### src/hw/gas_pkg.sv
package gas_pkg;

  // ************************************************************
  // register map (byte addresses)
  // ************************************************************
  localparam int ADDR_W = 8;
  localparam logic [7:0] ADDR_CTRL = 8'h00;
  localparam logic [7:0] ADDR_ACK = 8'h04;
  localparam logic [7:0] ADDR_SAFETY = 8'h08;
  localparam logic [7:0] ADDR_HC_LIM = 8'h0C;
  localparam logic [7:0] ADDR_EF_LIM = 8'h10;
  localparam logic [7:0] ADDR_ATTEMPTS = 8'h14;
  localparam logic [7:0] ADDR_WARN = 8'h18;
  localparam logic [7:0] ADDR_SHUT = 8'h1C;
  localparam logic [7:0] ADDR_THR_BASE = 8'h40;
  localparam int THR_N = 20;

  // control register fields
  localparam int CTRL_LATCH_ALL = 0;
  localparam int CTRL_CAN_EN = 1;
  localparam int CTRL_OVERSHOOT_EN = 2;
  localparam int CTRL_ROT_DIR = 3;
  localparam int CTRL_W = 4;
  localparam logic [3:0] CTRL_RST = 4'h0;

  // ************************************************************
  // threshold slots, index = (address - base) / 4
  // ************************************************************
  localparam int T_OIL_PRE = 0;
  localparam int T_OIL_TRIP = 1;
  localparam int T_TEMP_PRE = 2;
  localparam int T_TEMP_TRIP = 3;
  localparam int T_TEMP_LOW = 4;
  localparam int T_SPD_OV_PRE = 5;
  localparam int T_SPD_UN_PRE = 6;
  localparam int T_SPD_OV_TRIP = 7;
  localparam int T_SPD_UN_TRIP = 8;
  localparam int T_FRQ_OV_PRE = 9;
  localparam int T_FRQ_UN_PRE = 10;
  localparam int T_FRQ_OV_TRIP = 11;
  localparam int T_FRQ_UN_TRIP = 12;
  localparam int T_VLT_OV_PRE = 13;
  localparam int T_VLT_UN_PRE = 14;
  localparam int T_VLT_OV_TRIP = 15;
  localparam int T_VLT_UN_TRIP = 16;
  localparam int T_CUR_TRIP = 17;
  localparam int T_EARTH_TRIP = 18;
  localparam int T_OVERSHOOT = 19;
  // "over" limits reset to full scale, "under" limits and margin to zero
  localparam logic [THR_N-1:0][15:0] THR_RST = {
    16'h0000, 16'hFFFF, 16'hFFFF, 16'h0000, 16'hFFFF, 16'h0000, 16'hFFFF,
    16'h0000, 16'hFFFF, 16'h0000, 16'hFFFF, 16'h0000, 16'hFFFF, 16'h0000,
    16'hFFFF, 16'h0000, 16'hFFFF, 16'hFFFF, 16'h0000, 16'h0000};

  // ************************************************************
  // warning and shutdown bit positions
  // ************************************************************
  localparam int W_N = 11;
  localparam int W_OIL = 0, W_TEMP_HI = 1, W_TEMP_LO = 2, W_SPD_OV = 3;
  localparam int W_SPD_UN = 4, W_FRQ_OV = 5, W_FRQ_UN = 6, W_VLT_OV = 7;
  localparam int W_VLT_UN = 8, W_ECU = 9, W_CURRENT = 10;
  localparam int S_N = 13;
  localparam int S_EARTH = 0, S_FAIL_START = 1, S_ESTOP = 2, S_OIL = 3;
  localparam int S_TEMP_HI = 4, S_ROTATION = 5, S_SPD_OV = 6, S_SPD_UN = 7;
  localparam int S_FRQ_OV = 8, S_FRQ_UN = 9, S_VLT_OV = 10, S_VLT_UN = 11;
  localparam int S_CURRENT = 12;
  // shutdowns that are gated by the post-start delay and so may be reset
  localparam logic [12:0] S_DELAYED = 13'h0098;

  // ************************************************************
  // timing
  // ************************************************************
  localparam int CLK_PERIOD_NS = 10;
  localparam int TICK_NS = 1000000;
  localparam int TICK_CYCLES = TICK_NS / CLK_PERIOD_NS;

  typedef struct packed {
    logic [15:0] oil;
    logic [15:0] coolant;
    logic [15:0] speed;
    logic [15:0] freq;
    logic [15:0] volt;
    logic [15:0] current;
    logic [15:0] earth;
  } gas_meas_s;

  typedef struct packed {
    logic running;
    logic starting;
    logic fired;
    logic crank_end;
    logic rot_fwd;
    logic ecu_error;
  } gas_engine_s;

endpackage

### src/hw/gas_supervisor.sv
`timescale 1ns/10ps
`default_nettype none

module gas_supervisor #(
  parameter int TICK_CYCLES = gas_pkg::TICK_CYCLES
) (
  // clock and reset
  input wire logic clk_sys,
  input wire logic reset,
  // register port
  input wire logic [gas_pkg::ADDR_W-1:0] reg_addr,
  input wire logic [31:0] reg_wdata,
  input wire logic reg_wr,
  input wire logic reg_rd,
  output logic [31:0] reg_rdata,
  // measurements and engine status
  input wire gas_pkg::gas_meas_s meas,
  input wire gas_pkg::gas_engine_s engine,
  // operator and safety chain
  input wire logic estop_present,
  input wire logic stop_reset_btn,
  input wire logic fuel_req,
  input wire logic starter_req,
  // outputs
  output logic [gas_pkg::W_N-1:0] warn,
  output logic [gas_pkg::S_N-1:0] shutdown,
  output logic stop_engine,
  output logic fuel_en,
  output logic starter_en
);

  // ************************************************************
  // registers
  // ************************************************************
  logic [gas_pkg::CTRL_W-1:0] ctrl_reg;
  logic ack_reg;
  logic [15:0] safety_ms_reg;
  logic [15:0] hc_lim_reg;
  logic [15:0] ef_lim_reg;
  logic [3:0] attempts_lim_reg;
  logic [gas_pkg::THR_N-1:0][15:0] thr_reg;
  logic [31:0] rdata_reg;
  logic [gas_pkg::W_N-1:0] warn_reg;
  logic [gas_pkg::S_N-1:0] shut_reg;
  logic [gas_pkg::W_N-1:0] warn_cond;
  logic [gas_pkg::S_N-1:0] shut_cond;
  logic reset_accept;
  logic blocking;
  logic [4:0] thr_idx;
  logic thr_hit;

  assign thr_idx = 5'((reg_addr - gas_pkg::ADDR_THR_BASE) >> 2);
  assign thr_hit = (reg_addr >= gas_pkg::ADDR_THR_BASE) && (reg_addr[1:0] == 2'h0) &&
                   (thr_idx < 5'(gas_pkg::THR_N));

  always_ff @(posedge clk_sys or posedge reset) begin
    if (reset) begin
      ctrl_reg <= gas_pkg::CTRL_RST;
      safety_ms_reg <= 16'h0000;
      hc_lim_reg <= 16'h0000;
      ef_lim_reg <= 16'h0000;
      attempts_lim_reg <= 4'h0;
      thr_reg <= gas_pkg::THR_RST;
    end else if (reg_wr) begin
      if (reg_addr == gas_pkg::ADDR_CTRL) begin
        ctrl_reg <= reg_wdata[gas_pkg::CTRL_W-1:0];
      end
      if (reg_addr == gas_pkg::ADDR_SAFETY) begin
        safety_ms_reg <= reg_wdata[15:0];
      end
      if (reg_addr == gas_pkg::ADDR_HC_LIM) begin
        hc_lim_reg <= reg_wdata[15:0];
      end
      if (reg_addr == gas_pkg::ADDR_EF_LIM) begin
        ef_lim_reg <= reg_wdata[15:0];
      end
      if (reg_addr == gas_pkg::ADDR_ATTEMPTS) begin
        attempts_lim_reg <= reg_wdata[3:0];
      end
      if (thr_hit) begin
        thr_reg[thr_idx] <= reg_wdata[15:0];
      end
    end
  end

  // acknowledge is remembered until a stop/reset is accepted; a new ack wins
  always_ff @(posedge clk_sys or posedge reset) begin
    if (reset) begin
      ack_reg <= 1'b0;
    end else if (reg_wr && reg_addr == gas_pkg::ADDR_ACK) begin
      ack_reg <= 1'b1;
    end else if (reset_accept) begin
      ack_reg <= 1'b0;
    end
  end

  always_ff @(posedge clk_sys or posedge reset) begin
    if (reset) begin
      rdata_reg <= 32'h0000_0000;
    end else if (reg_rd) begin
      rdata_reg <= 32'h0000_0000;
      if (reg_addr == gas_pkg::ADDR_CTRL) rdata_reg <= 32'(ctrl_reg);
      if (reg_addr == gas_pkg::ADDR_ACK) rdata_reg <= 32'(ack_reg);
      if (reg_addr == gas_pkg::ADDR_SAFETY) rdata_reg <= 32'(safety_ms_reg);
      if (reg_addr == gas_pkg::ADDR_HC_LIM) rdata_reg <= 32'(hc_lim_reg);
      if (reg_addr == gas_pkg::ADDR_EF_LIM) rdata_reg <= 32'(ef_lim_reg);
      if (reg_addr == gas_pkg::ADDR_ATTEMPTS) rdata_reg <= 32'(attempts_lim_reg);
      if (reg_addr == gas_pkg::ADDR_WARN) rdata_reg <= 32'(warn_reg);
      if (reg_addr == gas_pkg::ADDR_SHUT) rdata_reg <= 32'(shut_reg);
      if (thr_hit) rdata_reg <= 32'(thr_reg[thr_idx]);
    end
  end
  assign reg_rdata = rdata_reg;

  // ************************************************************
  // millisecond tick and post-start delay
  // ************************************************************
  logic [$clog2(TICK_CYCLES+1)-1:0] tick_cnt_reg;
  logic tick;
  logic [15:0] safety_cnt_reg;
  logic safety_on_reg;
  // own prescaler, restarted while stopped, so the first delay millisecond is a whole one
  logic [$clog2(TICK_CYCLES+1)-1:0] safety_pre_reg;

  assign tick = (tick_cnt_reg == '0);
  always_ff @(posedge clk_sys or posedge reset) begin
    if (reset) begin
      tick_cnt_reg <= '0;
    end else if (tick) begin
      tick_cnt_reg <= ($bits(tick_cnt_reg))'(TICK_CYCLES - 1);
    end else begin
      tick_cnt_reg <= tick_cnt_reg - 1'b1;
    end
  end

  always_ff @(posedge clk_sys or posedge reset) begin
    if (reset) begin
      safety_cnt_reg <= 16'h0000;
      safety_on_reg <= 1'b0;
      safety_pre_reg <= '0;
    end else if (!engine.running) begin
      safety_cnt_reg <= safety_ms_reg;
      safety_on_reg <= 1'b0;
      safety_pre_reg <= ($bits(safety_pre_reg))'(TICK_CYCLES - 1);
    end else begin
      if (safety_pre_reg == '0) begin
        safety_pre_reg <= ($bits(safety_pre_reg))'(TICK_CYCLES - 1);
        if (safety_cnt_reg != 16'h0000) begin
          safety_cnt_reg <= safety_cnt_reg - 16'h0001;
        end
      end else begin
        safety_pre_reg <= safety_pre_reg - 1'b1;
      end
      safety_on_reg <= (safety_cnt_reg == 16'h0000);
    end
  end

  // ************************************************************
  // time-over-trip accumulators (current and earth fault)
  // ************************************************************
  // a linear accumulator stands in for the inverse_time_curve: it counts
  // milliseconds over trip and restarts when the level drops back
  logic [1:0] over_trip;
  logic [1:0][15:0] over_lim;
  logic [1:0][15:0] acc_reg;
  logic [1:0] acc_done;

  assign over_trip[0] = meas.current > thr_reg[gas_pkg::T_CUR_TRIP];
  assign over_trip[1] = meas.earth > thr_reg[gas_pkg::T_EARTH_TRIP];
  assign over_lim[0] = hc_lim_reg;
  assign over_lim[1] = ef_lim_reg;

  for (genvar g = 0; g < 2; g++) begin : g_acc
    assign acc_done[g] = over_trip[g] && (acc_reg[g] >= over_lim[g]);
    always_ff @(posedge clk_sys or posedge reset) begin
      if (reset) begin
        acc_reg[g] <= 16'h0000;
      end else if (!over_trip[g]) begin
        acc_reg[g] <= 16'h0000;
      end else if (tick && acc_reg[g] != 16'hFFFF) begin
        acc_reg[g] <= acc_reg[g] + 16'h0001;
      end
    end
  end

  // ************************************************************
  // start attempt counter
  // ************************************************************
  logic [3:0] attempts_reg;

  always_ff @(posedge clk_sys or posedge reset) begin
    if (reset) begin
      attempts_reg <= 4'h0;
    end else if (engine.fired || reset_accept) begin
      attempts_reg <= 4'h0;
    end else if (engine.crank_end && attempts_reg != 4'hF) begin
      attempts_reg <= attempts_reg + 4'h1;
    end
  end

  // ************************************************************
  // alarm conditions
  // ************************************************************
  logic [15:0] spd_trip;
  logic [16:0] spd_trip_wide;

  assign spd_trip_wide = {1'b0, thr_reg[gas_pkg::T_SPD_OV_TRIP]} +
                         {1'b0, thr_reg[gas_pkg::T_OVERSHOOT]};
  assign spd_trip = (ctrl_reg[gas_pkg::CTRL_OVERSHOOT_EN] && engine.starting) ?
                    (spd_trip_wide[16] ? 16'hFFFF : spd_trip_wide[15:0]) :
                    thr_reg[gas_pkg::T_SPD_OV_TRIP];

  always_comb begin
    warn_cond = '0;
    warn_cond[gas_pkg::W_OIL] = safety_on_reg && (meas.oil < thr_reg[gas_pkg::T_OIL_PRE]);
    warn_cond[gas_pkg::W_TEMP_HI] = safety_on_reg &&
                                    (meas.coolant > thr_reg[gas_pkg::T_TEMP_PRE]);
    warn_cond[gas_pkg::W_TEMP_LO] = meas.coolant < thr_reg[gas_pkg::T_TEMP_LOW];
    warn_cond[gas_pkg::W_SPD_OV] = meas.speed > thr_reg[gas_pkg::T_SPD_OV_PRE];
    warn_cond[gas_pkg::W_SPD_UN] = meas.speed < thr_reg[gas_pkg::T_SPD_UN_PRE];
    warn_cond[gas_pkg::W_FRQ_OV] = meas.freq > thr_reg[gas_pkg::T_FRQ_OV_PRE];
    warn_cond[gas_pkg::W_FRQ_UN] = safety_on_reg && (meas.freq < thr_reg[gas_pkg::T_FRQ_UN_PRE]);
    warn_cond[gas_pkg::W_VLT_OV] = meas.volt > thr_reg[gas_pkg::T_VLT_OV_PRE];
    warn_cond[gas_pkg::W_VLT_UN] = safety_on_reg && (meas.volt < thr_reg[gas_pkg::T_VLT_UN_PRE]);
    warn_cond[gas_pkg::W_ECU] = ctrl_reg[gas_pkg::CTRL_CAN_EN] && engine.ecu_error;
    warn_cond[gas_pkg::W_CURRENT] = over_trip[0];
  end

  always_comb begin
    shut_cond = '0;
    // earth fault after time over trip
    shut_cond[gas_pkg::S_EARTH] = acc_done[1];
    shut_cond[gas_pkg::S_FAIL_START] = (attempts_lim_reg != 4'h0) &&
                                       (attempts_reg >= attempts_lim_reg);
    shut_cond[gas_pkg::S_ESTOP] = !estop_present;
    shut_cond[gas_pkg::S_OIL] = safety_on_reg && (meas.oil < thr_reg[gas_pkg::T_OIL_TRIP]);
    shut_cond[gas_pkg::S_TEMP_HI] = safety_on_reg &&
                                    (meas.coolant > thr_reg[gas_pkg::T_TEMP_TRIP]);
    shut_cond[gas_pkg::S_ROTATION] = engine.running &&
                                     (engine.rot_fwd != ctrl_reg[gas_pkg::CTRL_ROT_DIR]);
    shut_cond[gas_pkg::S_SPD_OV] = meas.speed > spd_trip;
    // underspeed delayed, frequency and voltage always
    shut_cond[gas_pkg::S_SPD_UN] = safety_on_reg && (meas.speed < thr_reg[gas_pkg::T_SPD_UN_TRIP]);
    shut_cond[gas_pkg::S_FRQ_OV] = meas.freq > thr_reg[gas_pkg::T_FRQ_OV_TRIP];
    shut_cond[gas_pkg::S_FRQ_UN] = meas.freq < thr_reg[gas_pkg::T_FRQ_UN_TRIP];
    shut_cond[gas_pkg::S_VLT_OV] = meas.volt > thr_reg[gas_pkg::T_VLT_OV_TRIP];
    shut_cond[gas_pkg::S_VLT_UN] = meas.volt < thr_reg[gas_pkg::T_VLT_UN_TRIP];
    shut_cond[gas_pkg::S_CURRENT] = acc_done[0];
  end

  // ************************************************************
  // latching and reset
  // ************************************************************
  // refuse reset on a live non-delayed condition
  assign blocking = |(shut_cond & ~gas_pkg::S_DELAYED);
  assign reset_accept = stop_reset_btn && ack_reg && !blocking;

  // self-clear unless latch-all; a live condition always wins
  always_ff @(posedge clk_sys or posedge reset) begin
    if (reset) begin
      warn_reg <= '0;
    end else begin
      warn_reg <= warn_cond | (warn_reg & {gas_pkg::W_N{ctrl_reg[gas_pkg::CTRL_LATCH_ALL] &&
                                                      !stop_reset_btn}});
    end
  end

  // shutdowns latch until an accepted reset
  always_ff @(posedge clk_sys or posedge reset) begin
    if (reset) begin
      shut_reg <= '0;
    end else begin
      shut_reg <= shut_cond | (shut_reg & {gas_pkg::S_N{!reset_accept}});
    end
  end

  assign warn = warn_reg;
  assign shutdown = shut_reg;
  assign stop_engine = |shut_reg;
  // stop input cuts fuel and starter without waiting for a clock
  assign fuel_en = fuel_req && estop_present && !stop_engine;
  assign starter_en = starter_req && estop_present && !stop_engine;
endmodule // gas_supervisor

`default_nettype wire

### config.mk
export PLATFORM = sky130hd
export DESIGN_NAME = gas_supervisor
export DESIGN_NICKNAME = d
export VERILOG_FILES = /design/src/hw/gas_pkg.sv /design/src/hw/gas_supervisor.sv
export SDC_FILE = /design/constraint.sdc
export NUM_CORES = 2
export LEC_CHECK = 0
export BUFFER_PORTS_ARGS = -buffer_cell sky130_fd_sc_hd__buf_2
export CAP_MARGIN = 40
export CORE_ASPECT_RATIO = 1.25
export CORE_MARGIN = 2
export CORE_UTILIZATION = 35
export CTS_CLUSTER_SIZE = 10
export DETAILED_ROUTE_END_ITERATION = 8
export MAX_ROUTING_LAYER = met4
export PLACE_DENSITY = 0.62
export SLEW_MARGIN = 20
export SYNTH_ARGS = -nofsm -noshare
export SYNTH_HDL_FRONTEND = slang
export SYNTH_SLANG_ARGS = --single-unit
export TNS_END_PERCENT = 30
### constraint.sdc
create_clock -name clk_sys -period 18.6 [get_ports clk_sys]
set_clock_uncertainty 0.15 [all_clocks]
set_input_delay 1.86 -clock clk_sys [delete_from_list [all_inputs] [get_ports clk_sys]]
set_output_delay 1.86 -clock clk_sys [all_outputs]
set_load 0.05 [all_outputs]
==> metrics.md <==
| Metric | Value |
|---|---|
| Status | completed |
| Switching share of power | 28.9% |
| Worst-case reg-to-reg path depth | 20 |
| Chip width | 275 um |
| Sequential power share | 44.9% |
| Sum Neg Setup Slack | 0 ns |
| DR vias | about 24000 |
| First-pass GRT wire length | roughly 150000 um |
| Yosys cell types | 74 |
| Worst Hold Launch | tick_cnt_reg[10]$_DFF_PP0_ |
| Switching power | just under 0.0008 W |
| Hold endpoint | tick_cnt_reg[10]$_DFF_PP0_ |
| Grt ovf | 0 |
| Clock share of power | between 30% and 40% |
| Hold_buf cts | 0 |
| Initial antenna violation count | 22 |
| Starting Density | roughly a third |
| Largest net degree at the start of global routing | approximately 140 |
| Peak VDD IR | between 0.00007 and 0.00008 V |
| Core Footprint | a little over 90000 um2 |
| Post-route DRC | 0 |
| Post-Synthesis Mean Instance Area | about 11 um2 |
| Area Growth Syn to Fin | 13.1% |
| Pint | slightly below 0.002 W |
| RSZ-0062 raised after global routing | false |
| Post-Syn Instances | 2960 |
| CP Class | reg -> reg |
| EDFF count, synth | 0 |
| Clock root cell | clkbuf_16 |
| Port bufs | 192 |
| Logic pwr share | between 10% and 20% |
| Hold Path Stages | 1 |
| Clock buffer count from CTS | between 50 and 60 |
| Asr flop ratio synth | 100% |
| ANT nets after route | 0 |
| Number of synthesized register bits | around 500 |
| Final HPWL DP | about 80000 um |
| Pre-antenna DRT Iters | 6 |
| Crit path launch type | flop |
| Top FF cell, synth | dfrtp_1 |
| Max FFs per register | 320 |
| Reg clk slew, reported paths | roughly 0.06 ns |
| Reg2Reg Setup Slack | 12.27 ns |
| Final period util | about a third |
| Post-Place Cell Area | roughly 34000 um2 |
| Req. time, crit path | roughly 19 ns |
| H-Tree Depth | 2 |
| Hold Crit Class | reg -> reg |
| Via density per instance | 5.48 |
| Register area share after synthesis | between 30% and 40% |
| Final Slew Violations | 0 |
| TritonCTS clock tree | yes |
| Cell area after layout | around 36000 um2 |
| Min Tclk post-route | 6.33 ns |
| Leakage | 16.2 nW |
| DP Worst Slack | about 12 ns |
| Max Cap Violations | 0 |
| Worst Slack Setup Final | approximately 12 ns |
| Worst R2R End | ack_reg$_DFFE_PP0P_ |
| Post-CTS setup buffer count | 0 |
| Share of cells above drive strength 1 | between 20% and 30% |
| Worst setup EP type | flop |
| Area of the mapped netlist | about 32000 um2 |
| Endpoints failing setup | 0 |
| DIE HEIGHT | ~340 um |
| Worst Tran Pin Value | 0.897 ns |
| CTS max path bufs | 3 |
| Final hold viol count | 0 |
| Final WL | ~100000 um |
| Pwr Total | 0.00274 W |
| Placed cell count | 4254 |
| Non-Filler Instances | between 4000 and 5000 |
| CTS sink count | approximately 500 |
| FP Rows | about 120 |
| Synth Warn # | 0 |
| Gates resized, CTS repair | 0 |
| Die area | 94000 um2 |
| Global-route usage over all layers | approximately 22% |
| IO Count | ~230 |
| RD Place Congestion | around 0.92 |
| Worst Path Max Fanout | 15 |
| Initial DRC Count | 1683 |
| Pwr/cell area | roughly 75 nW/um2 |
| FMAX | 158 MHz |
| Filler instances | about 9000 |
| Critical R2R Launch | thr_reg[304]$_DFFE_PP0P_ |
| DR WL/cell | between 20 and 25 um |
| Critical Path AT | around 6.7 ns |
| Final net count | about 3600 |
| Max-slew headroom | about two fifths |
| Number of global-route vias before repair | between 20000 and 25000 |
| Clock network latency to the later pin of the worst-skew pair | approximately 0.65 ns |
per-stage QoR:
step	hold slack, ns	utilization (%)
6_report	0.311	39.8
5_1_grt	0.340	39.8
4_1_cts	0.315	39.5
3_5_place_dp	0.303	37.7
3_3_place_gp	0.300	37.5
2_1_floorplan	0.272	-
layout make-up:
type,instances,area (um2),area share (%)
diodes,19,47.5,0.131
inverters,340,1280,3.54
repair buffers,234,1470,4.07
clock buffers,94,1610,4.43
multi-input cells,1991,17400,48.1
flip-flops and latches,504,12800,35.4
clock inverters,4,85.1,0.235
well taps,1197,1500,4.13
power by group through the flow:
stage	Clock, W	Sequential (W)	Combinational (W)
final	0.00106	0.00123	0.000444
after floorplan	0	0.00123	0.000283
after detailed placement	0	0.00124	0.000437
after CTS	0.00109	0.00123	0.000441
after global routing	0.00113	0.00123	0.000493
after global placement	0	0.00124	0.000428
cells by family (layout without fill, tap and decap cells):
logic type	count (synthesis)	after routing	synth area share, %
DFF	504	504	40.0
AOI/OAI and AO/OA	515	515	10.2
muxes	448	448	19.2
xor gates and xnor gates	68	68	1.86
and+or+nand+nor	590	590	9.06
other	1	35	0.0117
buffers and inverters	480	672	5.85
adders and majority gates	354	354	13.8
how the worst max path moves through the flow:
stage	startpoint	endpoint	slack, ns
final	thr_reg[304]$_DFFE_PP0P_	ack_reg$_DFFE_PP0P_	12.27
after global placement	engine[4]	ack_reg$_DFFE_PP0P_	11.74
after floorplan	reset	acc_reg[0]$_DFFE_PP0P_	2.78
after detailed placement	engine[4]	ack_reg$_DFFE_PP0P_	11.73
after global routing	thr_reg[304]$_DFFE_PP0P_	ack_reg$_DFFE_PP0P_	11.86
after CTS	thr_reg[304]$_DFFE_PP0P_	ack_reg$_DFFE_PP0P_	11.93
metal layers:
layer / vias up / routed length [um] / GRT usage, % / part of all wire, %
met1: 12000 / 40000 / 26.1 / 39
met2: 748 / 49500 / 36.5 / 48
li1: 11000 / - / - / -
met3: 225 / 6850 / 4.46 / 6.7
met4: 0 / 5690 / 11.1 / 5.6
met5: - / 0 / - / 0
Yosys cell counts, drive strengths merged (6+ instances only):
| cell | instances | area, um2 |
|---|---|---|
| ha | 353 | 4420 |
| dfrtp | 344 | 8610 |
| mux2 | 343 | 3860 |
| inv | 340 | 1280 |
| nand2 | 185 | 694 |
| dfstp | 160 | 4200 |
| a21oi | 137 | 686 |
| o21ai | 128 | 641 |
| nor2 | 123 | 462 |
| clkbuf | 107 | 402 |
| mux4 | 98 | 2210 |
| a21o | 57 | 428 |
| nand3 | 52 | 260 |
| nand4 | 46 | 288 |
| xor2 | 41 | 359 |
| nor3 | 38 | 190 |
| buf | 33 | 195 |
| xnor2 | 27 | 236 |
| nor2b | 25 | 156 |
| o22ai | 25 | 156 |
| a211oi | 22 | 165 |
| nor4 | 21 | 138 |
| a31oi | 19 | 134 |
| a22oi | 18 | 135 |
| nand2b | 18 | 113 |
| and3 | 17 | 106 |
| o211ai | 13 | 97.6 |
| a221oi | 11 | 96.3 |
| and4 | 11 | 96.3 |
| o31ai | 11 | 82.6 |
| or3 | 11 | 68.8 |
| or4 | 11 | 93.8 |
| a211o | 9 | 78.8 |
| a222oi | 9 | 90.1 |
| o21a | 9 | 67.6 |
| and2 | 7 | 43.8 |
| mux2i | 7 | 70.1 |
| nand3b | 7 | 52.6 |
| or2 | 6 | 37.5 |
placed cells by master (no fill, tap or decap), types with 52 or more instances in the layout:
| master | n |
|---|---|
| a21o_1 | 57 |
| mux4_2 | 98 |
| mux2_2 | 343 |
| nand3_1 | 52 |
| dfrtp_1 | 344 |
| inv_1 | 339 |
| clkbuf_16 | 57 |
| o21ai_0 | 127 |
| a21oi_1 | 137 |
| ha_1 | 353 |
| nor2_1 | 123 |
| nand2_1 | 185 |
| dfstp_2 | 160 |
| buf_2 | 193 |
worst max-delay path, stage by stage (launching register included):
cell      delay [ns]
dfrtp_1         0.49
ha_1            0.28
fa_1            0.41
a21oi_1         0.16
o21ai_0         0.16
a211o_1         0.36
a32oi_1         0.28
a21oi_1         0.17
nand3_1         0.11
nand4b_1        0.52
o22ai_1         0.32
ha_1            0.30
a211o_1         0.30
a21oi_1         0.12
a31oi_1         0.11
o21ai_0         0.16
buf_2           0.23
o211ai_1        0.14
nor4b_1         0.31
nand4_1         0.62
a32o_1          0.46
(Power assumes the default switching activity.)
